--- config.mk ---
export PLATFORM = sky130hd
export DESIGN_NAME = dsc_slave
export DESIGN_NICKNAME = d
export VERILOG_FILES = /design/src/shared/dsc_pkg.sv /design/src/dsc_slave.sv
export VERILOG_INCLUDE_DIRS = /design/src /design/src/shared
export SDC_FILE = /design/constraint.sdc
export NUM_CORES = 2
export LEC_CHECK = 0
export ABC_AREA = 1
export BUFFER_PORTS_ARGS = -buffer_cell sky130_fd_sc_hd__clkbuf_2
export CAP_MARGIN = 20
export CELL_PAD_IN_SITES_DETAIL_PLACEMENT = 1
export CELL_PAD_IN_SITES_GLOBAL_PLACEMENT = 2
export CORE_MARGIN = 5
export CORE_UTILIZATION = 37
export DETAILED_ROUTE_END_ITERATION = 6
export GPL_TIMING_DRIVEN = 1
export PLACE_DENSITY_LB_ADDON = 0.08
export SYNTH_ARGS = -nofsm -noshare
export SYNTH_HDL_FRONTEND = slang
export SYNTH_SLANG_ARGS = --single-unit
--- constraint.sdc ---
create_clock -name clk_sys -period 11.7 [get_ports clk_sys]
set_input_delay 2.34 -clock clk_sys [delete_from_list [all_inputs] [get_ports clk_sys]]
set_output_delay 2.34 -clock clk_sys [all_outputs]
set_load 0.05 [all_outputs]
--- src/shared/dsc_defs.svh ---
// Constants of the drive serial slave control block
`ifndef DSC_DEFS_SVH
`define DSC_DEFS_SVH
// Overview of operation
// - Slave only at a set station address; never drives while master sends.
// - Bit rate selectable from 2400 to 115200 baud, same on both ends.
// - Each character is start bit, eight data bits, two stop bits, no parity.
// - Plain NRZ levels, each bit held one full bit period.
// - Four parameter sets at 43001-43899, repeated every thousand from 44001.
// - Motor data at 43041-43048, repeated every thousand for three more motors.
// - Command words: 42901 fault reset, 42903 clockwise run, 42904 counter run.
// - Motor starts only with general run 42902 plus a directional run.
// - Both directional runs active selects bipolar mode; reference sign sets direction.
// - Serial reference at 42905 when selected; resets zero, range -16384..16384.
// - Process feedback at 42906 when bus source selected; same range, zero default.
// - Reference and process words are 16-bit signed two's complement.
// - Panel detach or serial link fault raises warning or trip as configured.
// - Fault reset acts on rising edge of the reset request only.
`define DSC_CLK_HZ 250000000
`define DSC_BAUD_2400 2400
`define DSC_BAUD_4800 4800
`define DSC_BAUD_9600 9600
`define DSC_BAUD_19200 19200
`define DSC_BAUD_38400 38400
`define DSC_BAUD_57600 57600
`define DSC_BAUD_115200 115200
`define DSC_LAST_BIT 4'hA
`define DSC_STOP1_BIT 4'h9
`define DSC_GAP_BITS 23'h27
`define DSC_ADDR_RESET 16'hA795
`define DSC_ADDR_RUN 16'hA796
`define DSC_ADDR_RUN_CW 16'hA797
`define DSC_ADDR_RUN_CCW 16'hA798
`define DSC_ADDR_REF 16'hA799
`define DSC_ADDR_PROC 16'hA79A
`define DSC_SET_FIRST 16'hA7F9
`define DSC_SET_LAST 16'hAB7B
`define DSC_SET_STRIDE 16'h03E8
`define DSC_SETS 4
`define DSC_MOTOR_FIRST 16'hA821
`define DSC_MOTOR_WORDS 8
`define DSC_REF_MIN 16'hC000
`define DSC_REF_MAX 16'h4000
`define DSC_FN_READ 8'h03
`define DSC_FN_WRITE 8'h06
`define DSC_EXC_FLAG 8'h80
`define DSC_EXC_FUNC 8'h01
`define DSC_EXC_ADDR 8'h02
`define DSC_EXC_VALUE 8'h03
`define DSC_READ_QTY 16'h0001
`define DSC_BYTE_CNT 8'h02
`define DSC_CRC_INIT 16'hFFFF
`define DSC_CRC_POLY 16'hA001
`define DSC_BROADCAST 8'h00
`define DSC_FRAME_LEN 4'h8
`define DSC_LEN_EXC 3'h3
`define DSC_LEN_READ 3'h5
`define DSC_LEN_WRITE 3'h6
`endif

--- src/shared/dsc_pkg.sv ---
// Types of the drive serial slave control block
package dsc_pkg;
  typedef enum logic [1:0] {DSC_RX = 2'b00, DSC_EXEC = 2'b01, DSC_TX = 2'b10} dsc_state_e;
  typedef enum logic [1:0] {
    DSC_FLT_OFF = 2'b00, DSC_FLT_WARN = 2'b01, DSC_FLT_TRIP = 2'b10
  } dsc_fault_e;
  typedef struct packed {
    logic run;
    logic reverse;
    logic bipolar;
  } dsc_run_s;
  typedef struct packed {
    logic warning;
    logic tripped;
    logic comm_fault;
  } dsc_status_s;
  typedef logic [15:0] dsc_word_t;
endpackage

--- src/dsc_slave.sv ---
// Drive serial slave: link framing, register map, run qualification
`timescale 1ns/1ps
`default_nettype none
`include "dsc_defs.svh"
module dsc_slave import dsc_pkg::*; #(
  parameter int CLK_HZ = `DSC_CLK_HZ
) (
  input wire logic clk_sys,
  input wire logic arst_n,
  input wire logic rxd,
  output logic txd,
  output logic txd_oe_n,
  input wire logic [7:0] station_addr,
  input wire logic [2:0] baud_sel,
  input wire logic ref_src_com,
  input wire logic proc_src_bus,
  input wire dsc_word_t ext_ref,
  input wire dsc_word_t ext_proc,
  input wire dsc_fault_e detach_mode,
  input wire dsc_fault_e link_fault_mode,
  input wire logic panel_detached,
  input wire logic trip_in,
  output dsc_run_s run_cmd,
  output dsc_word_t speed_ref,
  output dsc_word_t process_value,
  output dsc_status_s status
);

  function automatic logic [19:0] baud_div(input logic [2:0] sel);
    int b;
    case (sel)
      3'h0: b = `DSC_BAUD_2400;
      3'h1: b = `DSC_BAUD_4800;
      3'h2: b = `DSC_BAUD_9600;
      3'h3: b = `DSC_BAUD_19200;
      3'h4: b = `DSC_BAUD_38400;
      3'h5: b = `DSC_BAUD_57600;
      default: b = `DSC_BAUD_115200;
    endcase
    return 20'(CLK_HZ / b);
  endfunction

  function automatic logic [15:0] crc_step(input logic [15:0] c, input logic [7:0] b);
    logic [15:0] r;
    r = c ^ {8'h00, b};
    for (int i = 0; i < 8; i++) begin
      r = r[0] ? ((r >> 1) ^ `DSC_CRC_POLY) : (r >> 1);
    end
    return r;
  endfunction

  dsc_state_e state_reg;
  logic [19:0] div;
  logic [22:0] gap_cycles;
  assign div = baud_div(baud_sel);
  assign gap_cycles = 23'(div) * `DSC_GAP_BITS;

  // Receiver
  logic rx_busy_reg, byte_stb_reg, byte_fe_reg;
  logic [19:0] rx_cnt_reg;
  logic [3:0] rx_bit_reg;
  logic [9:0] rx_sh_reg;
  logic [7:0] byte_reg;
  always_ff @(posedge clk_sys or negedge arst_n) begin
    if (!arst_n) begin
      rx_busy_reg <= 1'b0;
      rx_cnt_reg <= '0;
      rx_bit_reg <= '0;
      rx_sh_reg <= '0;
      byte_stb_reg <= 1'b0;
      byte_fe_reg <= 1'b0;
      byte_reg <= '0;
    end else begin
      byte_stb_reg <= 1'b0;
      if (!rx_busy_reg) begin
        if (state_reg == DSC_RX && !rxd) begin
          rx_busy_reg <= 1'b1;
          rx_cnt_reg <= div >> 1;
          rx_bit_reg <= '0;
        end
      end else if (rx_cnt_reg != '0) begin
        rx_cnt_reg <= rx_cnt_reg - 20'h1;
      end else begin
        rx_cnt_reg <= div - 20'h1;
        rx_bit_reg <= rx_bit_reg + 4'h1;
        if (rx_bit_reg == '0 && rxd) begin
          // Glitch, not a start bit
          rx_busy_reg <= 1'b0;
        end else if (rx_bit_reg == `DSC_LAST_BIT) begin
          rx_busy_reg <= 1'b0;
          byte_stb_reg <= 1'b1;
          byte_reg <= rx_sh_reg[8:1];
          byte_fe_reg <= !(rx_sh_reg[9] && rxd);
        end else if (rx_bit_reg != '0) begin
          // Eight data then the first stop bit; the second is sampled last
          rx_sh_reg <= {rxd, rx_sh_reg[9:1]};
        end
      end
    end
  end

  // Inter-frame silence
  logic [22:0] gap_cnt_reg;
  logic frame_end;
  always_ff @(posedge clk_sys or negedge arst_n) begin
    if (!arst_n) begin
      gap_cnt_reg <= '0;
    end else if (rx_busy_reg || !rxd || state_reg != DSC_RX) begin
      gap_cnt_reg <= '0;
    end else if (gap_cnt_reg != gap_cycles) begin
      gap_cnt_reg <= gap_cnt_reg + 23'h1;
    end
  end

  // Frame collection
  logic [7:0] frm_buf [0:7];
  logic [3:0] rx_n_reg;
  logic frm_bad_reg;
  logic [15:0] rx_crc_reg;
  assign frame_end = state_reg == DSC_RX && gap_cnt_reg == gap_cycles && rx_n_reg != '0;
  always_ff @(posedge clk_sys or negedge arst_n) begin
    if (!arst_n) begin
      rx_n_reg <= '0;
      frm_bad_reg <= 1'b0;
      rx_crc_reg <= `DSC_CRC_INIT;
      for (int i = 0; i < 8; i++) begin
        frm_buf[i] <= '0;
      end
    end else if (state_reg == DSC_EXEC) begin
      rx_n_reg <= '0;
      frm_bad_reg <= 1'b0;
      rx_crc_reg <= `DSC_CRC_INIT;
    end else if (byte_stb_reg) begin
      if (byte_fe_reg || rx_n_reg == `DSC_FRAME_LEN) begin
        frm_bad_reg <= 1'b1;
      end else begin
        frm_buf[rx_n_reg[2:0]] <= byte_reg;
        rx_n_reg <= rx_n_reg + 4'h1;
        rx_crc_reg <= crc_step(rx_crc_reg, byte_reg);
      end
    end
  end

  // Request decode
  logic [7:0] fn;
  logic [15:0] a;
  dsc_word_t d;
  logic bcast, good, is_wr, is_rd, hit_cmd, hit_set, hit_mot, bad_val, reply, wr_en;
  logic [4:0] mot_idx;
  logic [7:0] exc;
  assign fn = frm_buf[1];
  assign a = {frm_buf[2], frm_buf[3]};
  assign d = {frm_buf[4], frm_buf[5]};
  assign bcast = frm_buf[0] == `DSC_BROADCAST;
  assign good = !frm_bad_reg && rx_n_reg == `DSC_FRAME_LEN && rx_crc_reg == '0 &&
                (bcast || frm_buf[0] == station_addr);
  assign is_wr = fn == `DSC_FN_WRITE;
  assign is_rd = fn == `DSC_FN_READ;
  assign hit_cmd = a >= `DSC_ADDR_RESET && a <= `DSC_ADDR_PROC;
  always_comb begin
    hit_set = 1'b0;
    hit_mot = 1'b0;
    mot_idx = '0;
    for (int k = 0; k < `DSC_SETS; k++) begin
      if (a >= 16'(`DSC_SET_FIRST + k * `DSC_SET_STRIDE) &&
          a <= 16'(`DSC_SET_LAST + k * `DSC_SET_STRIDE)) begin
        hit_set = 1'b1;
      end
      if (a >= 16'(`DSC_MOTOR_FIRST + k * `DSC_SET_STRIDE) &&
          a < 16'(`DSC_MOTOR_FIRST + k * `DSC_SET_STRIDE + `DSC_MOTOR_WORDS)) begin
        hit_mot = 1'b1;
        mot_idx = 5'(k * `DSC_MOTOR_WORDS) + 5'(a - 16'(`DSC_MOTOR_FIRST + k * `DSC_SET_STRIDE));
      end
    end
  end
  assign bad_val = (a == `DSC_ADDR_REF || a == `DSC_ADDR_PROC) &&
                   ($signed(d) < $signed(`DSC_REF_MIN) || $signed(d) > $signed(`DSC_REF_MAX));
  always_comb begin
    if (!(is_wr || is_rd)) begin
      exc = `DSC_EXC_FUNC;
    end else if (!(hit_cmd || hit_set)) begin
      exc = `DSC_EXC_ADDR;
    end else if ((is_wr && bad_val) || (is_rd && d != `DSC_READ_QTY)) begin
      exc = `DSC_EXC_VALUE;
    end else begin
      exc = '0;
    end
  end
  assign reply = good && !bcast;
  assign wr_en = state_reg == DSC_EXEC && good && is_wr && exc == '0;

  // Register file
  dsc_word_t rst_req_reg, run_reg, cw_reg, ccw_reg, ref_reg, proc_reg, rd_data;
  dsc_word_t mot_mem [0:31];
  always_ff @(posedge clk_sys or negedge arst_n) begin
    if (!arst_n) begin
      rst_req_reg <= '0;
      run_reg <= '0;
      cw_reg <= '0;
      ccw_reg <= '0;
      ref_reg <= '0;
      proc_reg <= '0;
      for (int i = 0; i < 32; i++) begin
        mot_mem[i] <= '0;
      end
    end else if (wr_en) begin
      case (a)
        `DSC_ADDR_RESET: rst_req_reg <= d;
        `DSC_ADDR_RUN: run_reg <= d;
        `DSC_ADDR_RUN_CW: cw_reg <= d;
        `DSC_ADDR_RUN_CCW: ccw_reg <= d;
        `DSC_ADDR_REF: ref_reg <= d;
        `DSC_ADDR_PROC: proc_reg <= d;
        default: begin
          if (hit_mot) begin
            mot_mem[mot_idx] <= d;
          end
        end
      endcase
    end
  end
  always_comb begin
    case (a)
      `DSC_ADDR_RESET: rd_data = rst_req_reg;
      `DSC_ADDR_RUN: rd_data = run_reg;
      `DSC_ADDR_RUN_CW: rd_data = cw_reg;
      `DSC_ADDR_RUN_CCW: rd_data = ccw_reg;
      `DSC_ADDR_REF: rd_data = ref_reg;
      `DSC_ADDR_PROC: rd_data = proc_reg;
      default: rd_data = hit_mot ? mot_mem[mot_idx] : '0;
    endcase
  end

  // Transmitter
  logic [7:0] tx_buf [0:5];
  logic [2:0] tx_len_reg;
  // Index runs to length plus two, past three bits
  logic [3:0] tx_idx_reg, tx_len_w;
  logic [3:0] tx_bit_reg;
  logic [19:0] tx_cnt_reg;
  logic [10:0] tx_sh_reg;
  logic [15:0] tx_crc_reg;
  logic tx_tick, tx_done;
  logic [7:0] tx_byte;
  assign tx_len_w = {1'b0, tx_len_reg};
  assign tx_tick = state_reg == DSC_TX && tx_cnt_reg == '0;
  assign tx_done = tx_tick && tx_bit_reg == `DSC_LAST_BIT && tx_idx_reg == tx_len_w + 4'h2;
  always_comb begin
    if (tx_idx_reg < tx_len_w) begin
      tx_byte = tx_buf[tx_idx_reg[2:0]];
    end else if (tx_idx_reg == tx_len_w) begin
      tx_byte = tx_crc_reg[7:0];
    end else begin
      tx_byte = tx_crc_reg[15:8];
    end
  end
  always_ff @(posedge clk_sys or negedge arst_n) begin
    if (!arst_n) begin
      tx_len_reg <= '0;
      tx_idx_reg <= '0;
      tx_bit_reg <= '0;
      tx_cnt_reg <= '0;
      tx_sh_reg <= '1;
      tx_crc_reg <= `DSC_CRC_INIT;
      for (int i = 0; i < 6; i++) begin
        tx_buf[i] <= '0;
      end
    end else if (state_reg == DSC_EXEC) begin
      tx_idx_reg <= '0;
      tx_bit_reg <= `DSC_LAST_BIT;
      tx_cnt_reg <= '0;
      tx_sh_reg <= '1;
      tx_crc_reg <= `DSC_CRC_INIT;
      tx_buf[0] <= frm_buf[0];
      if (exc != '0) begin
        tx_buf[1] <= fn | `DSC_EXC_FLAG;
        tx_buf[2] <= exc;
        tx_len_reg <= `DSC_LEN_EXC;
      end else if (is_rd) begin
        tx_buf[1] <= fn;
        tx_buf[2] <= `DSC_BYTE_CNT;
        tx_buf[3] <= rd_data[15:8];
        tx_buf[4] <= rd_data[7:0];
        tx_len_reg <= `DSC_LEN_READ;
      end else begin
        for (int i = 1; i < 6; i++) begin
          tx_buf[i] <= frm_buf[i];
        end
        tx_len_reg <= `DSC_LEN_WRITE;
      end
    end else if (state_reg == DSC_TX) begin
      if (tx_cnt_reg != '0) begin
        tx_cnt_reg <= tx_cnt_reg - 20'h1;
      end else begin
        // Each level held one bit period
        tx_cnt_reg <= div - 20'h1;
        if (tx_bit_reg == `DSC_LAST_BIT) begin
          tx_sh_reg <= {2'b11, tx_byte, 1'b0};
          tx_bit_reg <= '0;
          tx_idx_reg <= tx_idx_reg + 4'h1;
          if (tx_idx_reg < tx_len_w) begin
            tx_crc_reg <= crc_step(tx_crc_reg, tx_byte);
          end
        end else begin
          tx_sh_reg <= {1'b1, tx_sh_reg[10:1]};
          tx_bit_reg <= tx_bit_reg + 4'h1;
        end
      end
    end
  end
  assign txd = state_reg == DSC_TX ? tx_sh_reg[0] : 1'b1;
  assign txd_oe_n = state_reg != DSC_TX;

  // Sequencer
  always_ff @(posedge clk_sys or negedge arst_n) begin
    if (!arst_n) begin
      state_reg <= DSC_RX;
    end else begin
      unique case (state_reg)
        DSC_RX: begin
          if (frame_end) begin
            state_reg <= DSC_EXEC;
          end
        end
        DSC_EXEC: state_reg <= reply ? DSC_TX : DSC_RX;
        DSC_TX: begin
          if (tx_done) begin
            state_reg <= DSC_RX;
          end
        end
        default: state_reg <= DSC_RX;
      endcase
    end
  end

  // Faults and run qualification
  logic rst_q_reg, trip_reg, link_fault_reg, warn_reg, rst_rise, link_err, trip_set;
  assign rst_rise = rst_req_reg[0] && !rst_q_reg;
  assign link_err = state_reg == DSC_EXEC && (frm_bad_reg || rx_crc_reg != '0);
  assign trip_set = trip_in || (detach_mode == DSC_FLT_TRIP && panel_detached) ||
                    (link_fault_mode == DSC_FLT_TRIP && link_fault_reg);
  always_ff @(posedge clk_sys or negedge arst_n) begin
    if (!arst_n) begin
      rst_q_reg <= 1'b0;
      trip_reg <= 1'b0;
      link_fault_reg <= 1'b0;
      warn_reg <= 1'b0;
    end else begin
      rst_q_reg <= rst_req_reg[0];
      // Edge clears; a new fault wins
      if (trip_set) begin
        trip_reg <= 1'b1;
      end else if (rst_rise) begin
        trip_reg <= 1'b0;
      end
      if (link_err) begin
        link_fault_reg <= 1'b1;
      end else if (rst_rise) begin
        link_fault_reg <= 1'b0;
      end
      warn_reg <= (detach_mode == DSC_FLT_WARN && panel_detached) ||
                  (link_fault_mode == DSC_FLT_WARN && link_fault_reg);
    end
  end

  // Sign of the active reference steers bipolar direction
  dsc_word_t ref_eff;
  assign ref_eff = ref_src_com ? ref_reg : ext_ref;
  always_ff @(posedge clk_sys or negedge arst_n) begin
    if (!arst_n) begin
      run_cmd <= '0;
      speed_ref <= '0;
      process_value <= '0;
    end else begin
      run_cmd.run <= run_reg[0] && (cw_reg[0] || ccw_reg[0]) && !trip_reg;
      run_cmd.bipolar <= cw_reg[0] && ccw_reg[0];
      run_cmd.reverse <= (cw_reg[0] && ccw_reg[0]) ? ref_eff[15] : ccw_reg[0];
      speed_ref <= ref_eff;
      process_value <= proc_src_bus ? proc_reg : ext_proc;
    end
  end
  assign status = '{warning: warn_reg, tripped: trip_reg, comm_fault: link_fault_reg};
endmodule
`default_nettype wire

==> results.sh <==
export IMPL_outcome="finished with violations"
export IMPL_violations="setup timing"
export IMPL_period_share_pct=303
export IMPL_post_cts_hold_buffer_count=0
export IMPL_clock_tree_htree_level_count=3
export IMPL_drtAntennaViolNets=0
export IMPL_portBuffers=93
export IMPL_via_count=58800
export IMPL_timing_limited_maximum_frequency_ghz=0.0282
export IMPL_syn_avg_cell_area_um2=7.56
export IMPL_filler_cell_count=19100
export IMPL_timing_final_crit_period_ns=35.41
export IMPL_clock_tree_from_tritoncts="done"
export IMPL_die_width_um=406
export IMPL_finalSetupViolCount=63
export IMPL_drt_first_iter_violations=3725
export IMPL_gr_total_overflow=0
export IMPL_flip_flop_count_of_the_largest_register_all_copies_and_words_added=512
export IMPL_finish_cell_count_without_fillers=11000
export IMPL_crit_arrival_ns=36.08
export IMPL_timing_critical_path_slowest_cell_delay_ns=0.44
export IMPL_yosysSeqAreaShare_pct=38.4
export IMPL_netlist_area_um2=58000
export IMPL_clock_insertion_delay_worst_skew_ns=0.74
export IMPL_row_count=145
export IMPL_timing_worst_setup_path_type="in2reg"
export IMPL_final_layout_size_suffix_gt1_share_pct=26.3
export IMPL_synth_cells=7675
export IMPL_finalWirelength_um=235000
export IMPL_hold_path_class="reg2reg"
export IMPL_postSynth_topFlopCell="sky130_fd_sc_hd__dfrtp_1"
export IMPL_router_iterations_before_antenna_repair=5
export IMPL_rsz_0062_raised_after_global_routing="true"
export IMPL_worstSetupEndpointType="flip-flop"
export IMPL_clock_skew_ns=0.0593
export IMPL_routed_via_density=5.34
export IMPL_pin_count_of_the_biggest_net_entering_global_routing=167
export IMPL_cts_buffer_depth=3
export IMPL_area_growth_syn_to_layout_pct=31.3
export IMPL_timing_final_hold_violations=0
export IMPL_async_reset_ff_share_pct=100
export IMPL_synthTopCellsByArea="sky130_fd_sc_hd__dfrtp_1, sky130_fd_sc_hd__nand2_1, sky130_fd_sc_hd__o21ai_0, sky130_fd_sc_hd__ha_1, sky130_fd_sc_hd__inv_1"
export IMPL_drv_cap=0
export IMPL_start_util_pct=37.2
export IMPL_yosys_register_bits=889
export IMPL_initial_antenna_violation_count=10
export IMPL_cts_inserted_buffers=101
export IMPL_wire_length_of_the_first_global_routing_pass_um=361000
export IMPL_synth_cell_type_count=87
export IMPL_slew_limit_headroom_pct=25.0
export IMPL_hpwl_um=167000
export IMPL_timing_critical_path_required_ns=12.37
export IMPL_count_of_flip_flops_with_a_built_in_enable_after_synthesis=0
export IMPL_cts_sinks=889
export IMPL_first_global_vias=61300
export IMPL_crit_top_cell="sky130_fd_sc_hd__a21oi_2"
export IMPL_placeableCoreArea_um2=156000
export IMPL_finalMaxSlewViolations=0
export IMPL_cp_slowest_cell="sky130_fd_sc_hd__fa_2"
export IMPL_place_congestion=0.887
export IMPL_cp_max_fo=8
export IMPL_cts_root_buf="sky130_fd_sc_hd__clkbuf_16"
export IMPL_design_final_nets=9229
export IMPL_synth_largest_type_area_fraction_pct=36.6
export IMPL_netlist_top_cell_by_area="sky130_fd_sc_hd__dfrtp_1"
export IMPL_start_kind="input pin"
export IMPL_post_drt_wl_per_cell_um=21.4
export IMPL_fp_dieArea_um2=165000
export IMPL_placed_cells_incl_taps=10600
export IMPL_dieHeight_um=406
export IMPL_final_setup_worst_slack_ns=-23.71
export IMPL_synth_yosys_warnings=0
export IMPL_transition_time_at_the_pin_with_the_least_slew_margin_ns=1.12
export IMPL_cts_reportedPaths_clkPinSlew_ns=0.06
export IMPL_remaining_drc_errors=0
export IMPL_grt_usage_pct=27.8
export IMPL_floorplan_io_pins=94
## area by class of cell
cell class,instances,area (um2),share of cell area [%]
Antenna cell,4,10.0,0.0131
Clock buffer,155,3000,3.94
Clock inverter,32,487,0.639
Inverter,777,2990,3.93
Multi-Input combinational cell,5644,33600,44.1
Sequential cell,889,22300,29.3
Tap cell,2058,2570,3.38
Timing Repair Buffer,1459,11200,14.7
## per-layer routing
layer  vias up  GRT usage [%]  wire [um]
met5         -              0          0
met4         0           5.18       4480
met3       243           2.74       8970
met2       914           45.8     109000
met1     29500           40.1     113000
li1      28200              -          -
## cells by family (layout without fill, tap and decap cells)
logic type	Yosys count	count (layout)	synth area share, %
flip-flops	889	889	38.4
adder cells (fa/ha/maj)	303	303	6.83
XOR/XNOR	287	287	4.41
AO/OA/AOI/OAI	2003	2003	19.2
multiplexers	11	11	0.211
buffers and inverters	1151	2423	7.89
other	2	11	0.0129
AND/OR/NAND/NOR	3029	3033	23.0
## worst max-delay path, delay by kind of cell
kind | cells | cell delay (ns)
XOR/XNOR | 3 | 0.51
AO/OA/AOI/OAI | 82 | 11.14
AND/OR/NAND/NOR | 120 | 12.17
adder cells (fa/ha/maj) | 22 | 6.02
buffers and inverters | 44 | 3.75
## final timing paths
check / startpoint / end / slack [ns] / cells past startpoint
hold / removal: trip_reg / run_cmd[2] / 0.47 / 1
max in group asynchronous: arst_n / mot_mem[360] / 7.76 / 3
setup reg to reg: a[0] / tx_buf[9] / 4.70 / 25
hold reg to reg: trip_reg / run_cmd[2] / 0.47 / 1
min in group asynchronous: arst_n / tx_cnt_reg[6] / 1.60 / 1
setup / recovery: baud_sel[1] / gap_cnt_reg[12] / -23.71 / 271
## cell usage after synthesis, types with 114 or more instances
cell                       count
sky130_fd_sc_hd__xnor2_1     118
sky130_fd_sc_hd__xor2_1      166
sky130_fd_sc_hd__o21ai_0    1157
sky130_fd_sc_hd__nor2_1      446
sky130_fd_sc_hd__dfrtp_1     848
sky130_fd_sc_hd__ha_1        280
sky130_fd_sc_hd__o22ai_1     286
sky130_fd_sc_hd__nand3_1     311
sky130_fd_sc_hd__inv_1       724
sky130_fd_sc_hd__nand4_1     114
sky130_fd_sc_hd__clkbuf_1    307
sky130_fd_sc_hd__nand2_1    1789
sky130_fd_sc_hd__a21oi_1     276
## cells in the final DEF (no fill, tap or decap), drive strengths merged, types with 38 or more instances in the layout
cell type	instances
buf	1369
inv	759
o22ai	286
nand4	122
clkbuf	245
dfstp	41
nor2	483
o21ai	1189
nor3	88
dfrtp	848
xnor2	119
a21oi	277
ha	280
nand3	359
clkinv	38
xor2	168
nand2	1889
## repair_timing
item,4_1_cts,5_1_grt
pin swaps,197,201
cloned,4,0
gates resized for setup,229,287
setup endpoints to repair,63,63
buffers inserted,129,64
## per-stage QoR
step           setup WS (ns)  utilization [%]  hold slack (ns)  setup TNS, ns  instance area [um2]
2_1_floorplan         -25.73                -            0.395       -1482.38                58700
3_3_place_gp          -24.54             44.1            0.448       -1416.08                68800
3_5_place_dp          -26.17             44.1            0.457       -1509.47                68800
4_1_cts               -23.15             47.5            0.472       -1327.18                74100
5_1_grt               -25.86             48.8            0.485       -1492.93                76200
6_report              -23.71             48.9            0.468       -1366.74                76200
Power is left out: the tool's default activity adds up to more than one toggle a clock period on the data nets, which glitch-free logic cannot reach.
